### src/hw/icm_regs.svh
// icm_regs.svh: offsets, field positions and reset values of the cause mapper
// assumes byte offsets on an 8-bit register address, 32-bit data
`ifndef ICM_REGS_SVH
`define ICM_REGS_SVH

// register address width and offsets
`define ICM_ADDR_W 8
`define ICM_OFS_CFG 8'h00
`define ICM_OFS_EXT_CAUSE 8'h04
`define ICM_OFS_EXT_MASK 8'h08
`define ICM_OFS_LEG_CAUSE 8'h0c
`define ICM_OFS_QALLOC 8'h10
`define ICM_OFS_MALLOC 8'h14
`define ICM_OFS_PEND 8'h18

// field positions
`define ICM_MVS_BIT 0
`define ICM_TIMER_BIT 30
`define ICM_OTHER_BIT 31
`define ICM_ENT_STRIDE 4
`define ICM_ENT_W 3
`define ICM_QBIT_W 2

// counts
`define ICM_NUM_Q 4
`define ICM_NUM_ENT 10
`define ICM_NUM_VEC 5
`define ICM_LEG_W 16

// reset values
`define ICM_RST_WORD 32'h0000_0000
`define ICM_RST_PEND 5'h00

`endif

### src/hw/icm_pkg.sv
// icm_pkg: types shared by the interrupt cause mapper
// assumes icm_regs.svh lies on the include path
`include "icm_regs.svh"

package icm_pkg;

  // message engine states, one bit, gray by construction
  typedef enum logic {
    ICM_MSG_IDLE = 1'b0,
    ICM_MSG_WAIT = 1'b1
  } icm_msg_e;

  // register port request
  typedef struct packed {
    logic wr;
    logic rd;
    logic [`ICM_ADDR_W-1:0] addr;
    logic [31:0] wdata;
  } icm_bus_req_s;

  // all state of the mapper
  typedef struct packed {
    logic mvs;
    logic [31:0] ext_cause;
    logic [31:0] ext_mask;
    logic [`ICM_LEG_W-1:0] leg_cause;
    logic [31:0] qalloc;
    logic [31:0] malloc;
    logic [`ICM_NUM_VEC-1:0] pend;
    icm_msg_e msg;
    logic [`ICM_ENT_W-1:0] vec;
    logic irq;
    logic [31:0] rdata;
  } icm_state_s;

endpackage

### src/hw/icm_mapper.sv
// icm_mapper: interrupt cause mapper for a four-queue network controller
// assumes all event inputs and the message acknowledge come from logic on clk
`timescale 1ns/1ps
`default_nettype none
`include "icm_regs.svh"

module icm_mapper
  import icm_pkg::*;
(
  // clock and reset
  input wire logic clk,
  input wire logic rst_n,
  // register port
  input wire icm_bus_req_s bus_req,
  output logic [31:0] bus_rdata,
  // cause events, one-cycle pulses
  input wire logic [`ICM_NUM_Q-1:0] rx_evt,
  input wire logic [`ICM_NUM_Q-1:0] tx_evt,
  input wire logic tcp_timer_evt,
  input wire logic [`ICM_LEG_W-1:0] legacy_evt,
  // single line for legacy/msi mode
  output logic irq_line,
  // message write request toward the pcie posted write path
  output logic msix_req,
  output logic [`ICM_ENT_W-1:0] msix_vec,
  input wire logic msix_ack
);

  icm_state_s s_q;
  icm_state_s s_d;

  // outputs straight from the state flops
  assign bus_rdata = s_q.rdata;
  assign irq_line = s_q.irq;
  assign msix_req = (s_q.msg == ICM_MSG_WAIT);
  assign msix_vec = s_q.vec;

  // next state: causes, mapping, message engine, register port
  always_comb
  begin
    logic [`ICM_NUM_ENT-1:0] ev;
    logic [31:0] eset;
    logic [31:0] eclr;
    logic [`ICM_LEG_W-1:0] lclr;
    logic [`ICM_NUM_VEC-1:0] vset;
    logic [`ICM_NUM_VEC-1:0] vclr;
    logic [`ICM_NUM_VEC-1:0] ready;
    logic [`ICM_ENT_W-1:0] dst;
    logic [`ICM_ENT_W-1:0] pick;
    logic wr_eclr;
    s_d = s_q;
    ev = '0;
    eset = '0;
    eclr = '0;
    lclr = '0;
    vset = '0;
    vclr = '0;
    ready = '0;
    dst = '0;
    pick = '0;
    wr_eclr = bus_req.wr && (bus_req.addr == `ICM_OFS_EXT_CAUSE);
    s_d.rdata = '0;

    // cause vector laid out in allocation entry order
    for (int i = 0; i < `ICM_NUM_Q; i++)
    begin
      ev[2*i] = rx_evt[i];
      ev[2*i+1] = tx_evt[i];
    end
    ev[`ICM_NUM_ENT-2] = tcp_timer_evt;
    ev[`ICM_NUM_ENT-1] = |legacy_evt;

    // write-one-to-clear masks
    if (wr_eclr)
    begin
      eclr = bus_req.wdata;
    end
    if (bus_req.wr && (bus_req.addr == `ICM_OFS_LEG_CAUSE))
    begin
      lclr = bus_req.wdata[`ICM_LEG_W-1:0];
    end

    // legacy causes each own a bit; a new event beats a clear
    s_d.leg_cause = (s_q.leg_cause & ~lclr) | legacy_evt;

    // steer every queue cause through its allocation entry, timer and other only in multi-vector mode
    for (int k = 0; k < `ICM_NUM_ENT; k++)
    begin
      if (k < 2*`ICM_NUM_Q)
      begin
        dst = s_q.qalloc[`ICM_ENT_STRIDE*k +: `ICM_ENT_W];
      end
      else
      begin
        dst = s_q.malloc[`ICM_ENT_STRIDE*(k-2*`ICM_NUM_Q) +: `ICM_ENT_W];
      end
      if (ev[k])
      begin
        if (!s_q.mvs)
        begin
          // misc entry unused here; fixed bits cover timer and other
          if (k < 2*`ICM_NUM_Q)
          begin
            eset[dst[`ICM_QBIT_W-1:0]] = 1'b1;
          end
        end
        else if (dst < `ICM_ENT_W'(`ICM_NUM_VEC))
        begin
          // out-of-range vectors are dropped, not aliased
          eset[dst] = 1'b1;
          vset[dst] = 1'b1;
        end
      end
    end
    if (!s_q.mvs)
    begin
      eset[`ICM_TIMER_BIT] = tcp_timer_evt;
    end

    // sticky extended causes, set wins over clear
    s_d.ext_cause = (s_q.ext_cause & ~eclr) | eset;
    if (!s_q.mvs)
    begin
      // summary tracks the legacy bits level by level
      s_d.ext_cause[`ICM_OTHER_BIT] = |s_d.leg_cause;
    end

    // message engine: one posted write in flight at a time
    for (int v = `ICM_NUM_VEC-1; v >= 0; v--)
    begin
      if (s_q.pend[v] && s_q.ext_mask[v])
      begin
        pick = `ICM_ENT_W'(v); // lowest ready vector wins
      end
    end
    ready = s_q.pend & s_q.ext_mask[`ICM_NUM_VEC-1:0];
    unique case (s_q.msg)
      ICM_MSG_IDLE:
      begin
        if (s_q.mvs && (ready != '0))
        begin
          s_d.msg = ICM_MSG_WAIT;
          s_d.vec = pick;
        end
      end
      ICM_MSG_WAIT:
      begin
        if (msix_ack)
        begin
          vclr[s_q.vec] = 1'b1;
          s_d.msg = ICM_MSG_IDLE;
        end
        else if (!s_q.mvs)
        begin
          s_d.msg = ICM_MSG_IDLE;
        end
      end
    endcase
    // pending follows the ack; a new event on the same vector re-arms it
    s_d.pend = (s_q.pend & ~vclr) | vset;
    if (!s_q.mvs)
    begin
      s_d.pend = '0;
    end

    // register writes
    if (bus_req.wr)
    begin
      unique case (bus_req.addr)
        `ICM_OFS_CFG: s_d.mvs = bus_req.wdata[`ICM_MVS_BIT];
        `ICM_OFS_EXT_MASK: s_d.ext_mask = bus_req.wdata;
        `ICM_OFS_QALLOC: s_d.qalloc = bus_req.wdata;
        `ICM_OFS_MALLOC: s_d.malloc = bus_req.wdata;
        default: s_d.rdata = '0;
      endcase
    end

    // leaving multi-vector mode abandons a standing message on the same edge,
    // so the request never outlives the mode that raised it
    if (!s_d.mvs)
    begin
      s_d.msg = ICM_MSG_IDLE;
    end

    // register reads, data valid in the next cycle only
    if (bus_req.rd)
    begin
      unique case (bus_req.addr)
        `ICM_OFS_CFG: s_d.rdata = 32'(s_q.mvs);
        `ICM_OFS_EXT_CAUSE: s_d.rdata = s_q.ext_cause;
        `ICM_OFS_EXT_MASK: s_d.rdata = s_q.ext_mask;
        `ICM_OFS_LEG_CAUSE: s_d.rdata = 32'(s_q.leg_cause);
        `ICM_OFS_QALLOC: s_d.rdata = s_q.qalloc;
        `ICM_OFS_MALLOC: s_d.rdata = s_q.malloc;
        `ICM_OFS_PEND: s_d.rdata = 32'(s_q.pend);
        default: s_d.rdata = '0; // unmapped reads as zero
      endcase
    end

    // single line only in legacy/msi mode
    s_d.irq = !s_d.mvs && ((s_d.ext_cause & s_d.ext_mask) != '0);
  end

  // state register
  always_ff @(posedge clk or negedge rst_n)
  begin
    if (!rst_n)
    begin
      s_q.mvs <= 1'b0;
      s_q.ext_cause <= `ICM_RST_WORD;
      s_q.ext_mask <= `ICM_RST_WORD;
      s_q.leg_cause <= '0;
      s_q.qalloc <= `ICM_RST_WORD;
      s_q.malloc <= `ICM_RST_WORD;
      s_q.pend <= `ICM_RST_PEND;
      s_q.msg <= ICM_MSG_IDLE;
      s_q.vec <= '0;
      s_q.irq <= 1'b0;
      s_q.rdata <= `ICM_RST_WORD;
    end
    else
    begin
      s_q <= s_d;
    end
  end

  // helper: any write to the extended cause register
  function automatic logic wr_any_cause();
    return bus_req.wr && (bus_req.addr == `ICM_OFS_EXT_CAUSE);
  endfunction
endmodule // icm_mapper

`default_nettype wire

### config.mk
export PLATFORM = sky130hd
export DESIGN_NAME = icm_mapper
export DESIGN_NICKNAME = d
export VERILOG_FILES = /design/src/hw/icm_pkg.sv /design/src/hw/icm_mapper.sv
export VERILOG_INCLUDE_DIRS = /design/src /design/src/hw
export SDC_FILE = /design/constraint.sdc
export NUM_CORES = 1
export LEC_CHECK = 0
export BUFFER_PORTS_ARGS = -buffer_cell sky130_fd_sc_hd__clkbuf_2
export CORE_ASPECT_RATIO = 1.5
export CORE_MARGIN = 2
export CORE_UTILIZATION = 45
export CTS_BUF_LIST = sky130_fd_sc_hd__clkbuf_8
export CTS_CLUSTER_SIZE = 24
export DETAILED_ROUTE_END_ITERATION = 8
export PLACE_DENSITY = 0.62
export SETUP_SLACK_MARGIN = 0.15
export SLEW_MARGIN = 10
export SYNTH_ARGS = -nofsm -noshare
export SYNTH_HDL_FRONTEND = slang
export SYNTH_SLANG_ARGS = --single-unit
### constraint.sdc
create_clock -name clk -period 2.48 [get_ports clk]
set_clock_uncertainty 0.15 [all_clocks]
set_input_delay 0.248 -clock clk [delete_from_list [all_inputs] [get_ports clk]]
set_output_delay 0.248 -clock clk [all_outputs]
set_load 0.03 [all_outputs]
# Word level (Yosys, flattened, before mapping)
# Index checks and enable logic that the tools add are counted.
# W data, S select, Z words.
[op_classes]
magnitude_cmp = 58
n_eq_ne = 6
n_mux = 141
bitwise_logic = 37
reduce_logical = 47
[op_table]
columns = ["op", "count"]
rows = [
  ["$mux W32", 32],
  ["$or A32 B8 Y32", 9],
  ["$or A32 B4 Y32", 7],
  ["$pmux W32 S7", 1],
  ["$mux W5", 33],
  ["$and A32 B32 Y32", 2],
  ["$demux W1 S3", 21],
  ["$lt A3 B6 Y1 const B", 10],
  ["$or A5 B5 Y5", 10],
  ["$lt A2 B6 Y1 const B", 8],
  ["$lt A3 B4 Y1 const B", 11],
  ["$logic_and A1 B1 Y1", 38],
  ["$mux W1", 36],
  ["$ge A3 B1 Y1 const B", 11],
  ["$not A32 Y32", 1],
  ["$or A32 B32 Y32", 1],
  ["$reduce_bool A32 Y1", 1],
  ["$reduce_or A16 Y1", 2],
  ["$lt A3 B3 Y1 const B", 10],
  ["$eq A8 B5 Y1 const B", 3],
  ["$and A16 B16 Y16", 1],
  ["$demux W1 S2", 8],
  ["$eq A8 B4 Y1 const B", 2],
  ["$ge A2 B1 Y1 const B", 8],
  ["other kinds (15)", 23],
]
[totals]
regBits = 187

# Depth between registers and ports, before layout
[depth]
depth_word = 49
depth_mapped = 10

# Worst setup path before layout
# Ideal clock, no wire load.
[synth_timing]
path_kind = "input-to-reg"
from = "input bus_req[37] in the netlist's numbering"
to = "register s_q, in the netlist irq_line"
setup_ns = 0.145
arrival_time_ns = 2.521
required_time_ns = 2.185
setup_slack_ns = -0.336
path_stages = 8
n_path_buf = 1
cell_sequence = "or4_4 nor3_4 buf_4 mux2_2 a2111oi_2 nand4_1 nor4_1 a41oi_1"
[synth_lines]
columns = ["item", "line", "source"]
rows = [
  ["start, declared", "icm_mapper.sv:14", "input wire icm_bus_req_s bus_req,"],
  ["end, declared", "icm_mapper.sv:29", "icm_state_s s_q;"],
]

==> out/qor.csv <==
stage;metric;value;unit
run_status;outcome;finished, final reports clean;
critical_path;cp.required;2.68;ns
floorplanning;dieHeight;178;um
pwr;p_leak;5.30;nW
critical_path;path_class;input port to flip-flop;
clock_network;clk_latency;0.49;ns
global_route;grt_pass1_wl;46.1;mm
logic_synthesis;synth_ff_type;dfrtp_1;
logic_synthesis;synth_area;9070;um^2
routing;num_vias;7828;
timing;drv_slew;0;
critical_path;crit_path_start_kind;input port;
floorplanning;core;19800;um^2
place;routabilityCongestion;0.910;
logic_synthesis;synth.most_common_cell;dfrtp_1;
timing;grt_setup_unrepaired;true;
logic_synthesis;syn_nets;878;
floorplanning;initial_utilization;45.8;%
logic_synthesis;syn_inst;808;
logic_synthesis;synth_seq_area_share;51.6;%
timing;period_share;99.7;%
critical_path;cp-end-kind;flip-flop;
global_route;antenna_found_initial;0;
timing;hold_ws;0.0274;ns
timing;relSlewSlack;21.3;%
clock_network;clockRootBuffer;clkbuf_8;
final_layout;nets;1093;
critical_path;arrival;2.68;ns
logic_synthesis;synth_edf_count;0;
global_route;grtUsageTotal;29.0;%
clock_network;cts_tree;done;
clock_network;clk_path_buf_depth;2;
global_route;grt_pass1_vias;7921;
final_layout;instances_no_fill;1294;
worst_hold_path;hp-class;input port to flip-flop;
floorplanning;rows;63;
place;place_area;10500;um^2
final_layout;area_growth;28.1;%
clock_network;numCtsBuffers;17;
pwr;p_per_area;528;nW/um^2
global_route;grt_max_degree;74;
logic_synthesis;synthTopCellsByCount;187 x dfrtp_1, 94 x mux2_2, 67 x nand2_1;
floorplanning;die_area;21300;um^2
final_layout;fin_area;11600;um^2
timing;setup_viol;0;
final_layout;drive_gt1_share;36.5;%
routing;route.detailed.drc;0;
logic_synthesis;async_reset_ff_share;100;%
logic_synthesis;netlist.top_cell.by_area;dfrtp_1;
place;hpwl;21.5;mm
place;dp_cells;1203;
clock_network;clock-sinks;187;
place;post-place-ws;-0.629;ns
timing;fin_ws;0.00746;ns
timing;clock.fmax;0.404;GHz
final_layout;diodes;0;
routing;routed_wl;29.7;mm
logic_synthesis;avgSynthCellArea;11.2;um^2
place;portBuffers;106;
routing;drt_first_pass_iters;6;
critical_path;critPathMaxFanout;7;
job;maxCapViolCount;0;
floorplanning;die_w;120;um
pwr;total_power;0.00613;W
routing;ant_nets;0;
routing;via_per_inst;6.05;
logic_synthesis;synth_area_leaders;dfrtp_1 52%, mux2_2 12%, buf_4 3.1%;
clock_network;htree_num_levels;4;
clock_network;clkTransAtPathRegs;0.09;ns
pwr;ir_drop;0.277;mV
routing;drtIter0Drc;782;
timing;tightest_slew;1.15;ns
timing;hold_violations;0;
global_route;grt.overflow.total;0;
logic_synthesis;synth_top_area_share;51.6;%
logic_synthesis;synth_warnings;0;
floorplanning;ioPinCount;107;
routing;wl_per_cell;22.9;um
logic_synthesis;ys_ff_latch;187;
timing;fin_crit;2.47;ns
logic_synthesis;synth_cell_types;63;
==> registers in the layout, summed over array words and instances (netlist names) <==
| name | count |
|---|---|
| bus_rdata | 32 |
| irq_line | 1 |
| msix_req | 1 |
| msix_vec | 3 |
| s_q | 150 |
==> logic make-up (layout without fill, tap and decap cells) <==
family                 after synthesis  count (layout)  share of synthesized area [%]
and+or+nand+nor                    224             224                           13.7
AOI/OAI and AO/OA                  198             198                           16.4
DFF                                187             187                           51.6
muxes                              102             102                           12.6
buffers and inverters               97             323                           5.79
==> power by group <==
| part | total (W) | switching, W | internal [W] | leakage (nW) |
|---|---|---|---|---|
| combinational | 0.000732 | 0.000392 | 0.000340 | 2.65 |
| clock | 0.00215 | 0.00112 | 0.00102 | 0.202 |
| sequential | 0.00326 | 0.000106 | 0.00315 | 2.44 |
==> area by class of cell <==
type	count	area, um^2
Clock buffer	18	248
Clock inverter	12	163
Fill cell	1704	8170
Inverter	18	67.6
Multi-Input combinational cell	524	3990
Sequential cell	187	4680
Tap cell	260	325
Timing Repair Buffer	275	2140
==> what timing repair did <==
item / in CTS / in global routing
endpoints found under the setup margin: 1 / 1
hold buffers: 44 / 0
gates cloned: 2 / 0
setup buffers: 15 / 0
resized for setup: 22 / 1
pin swaps: 11 / 1
endpoints found under the hold margin: 185 / 0
==> final timing paths <==
check	from	to	cells after the start	slack, ns
setup / recovery	bus_req[37]	irq_line$_DFF_PN0_	10	0.007
hold / removal	legacy_evt[8]	s_q[114]$_DFF_PN0_	4	0.03
setup reg to reg	s_q[82]$_DFFE_PN0P_	irq_line$_DFF_PN0_	7	0.05
hold reg to reg	s_q[70]$_DFFE_PN0P_	s_q[70]$_DFFE_PN0P_	1	0.37
max in group asynchronous	rst_n	s_q[164]$_DFF_PN0_	3	1.35
min in group asynchronous	rst_n	bus_rdata[6]$_DFF_PN0_	2	0.20
==> worst max-delay path: stages <==
cell      delay (ns)
clkbuf_2        0.09
or4_4           0.58
nor3_4          0.19
buf_12          0.15
buf_12          0.12
mux2_4          0.31
a22o_1          0.22
a2111o_1        0.42
nor4_2          0.20
a41oi_1         0.14
==> cells in the final DEF, fill, tap and decap left out, types with 5 or more instances in the layout <==
master	n
a21boi_0	13
a21o_1	7
a21oi_1	46
a221oi_1	9
a222oi_1	28
a22o_1	13
a22oi_1	12
a31oi_1	7
a41oi_1	11
buf_12	14
buf_4	106
clkbuf_2	105
clkbuf_8	19
dfrtp_1	187
dlygate4sd3_1	44
inv_1	18
mux2_2	86
mux2_4	8
mux2i_1	8
nand2_1	67
nand3_1	17
nand3b_1	9
nand4_1	19
nor2_1	31
nor2b_1	9
nor3_1	11
nor3b_1	9
nor4_1	9
o21ai_0	5
o22ai_1	7
o31ai_1	6
==> per-layer routing <==
metal | track usage [%] | part of all wire, % | vias to the layer above
li1 | - | - | 3498
met1 | 34.1 | 38 | 3911
met2 | 50.2 | 51 | 334
met3 | 6.33 | 5.8 | 85
met4 | 14.0 | 4.9 | 0
met5 | 0 | 0 | -
==> metrics by stage <==
| stage | utilization (%) | TNS, ns |
|---|---|---|
| after detailed placement | 53.0 | -0.686 |
| after CTS | 58.7 | 0 |
| after global placement | 53.0 | -0.542 |
| after floorplan | - | -0.288 |
| final | 58.7 | 0 |
| after global routing | 58.7 | -0.0855 |
(Power assumes the default switching activity.)
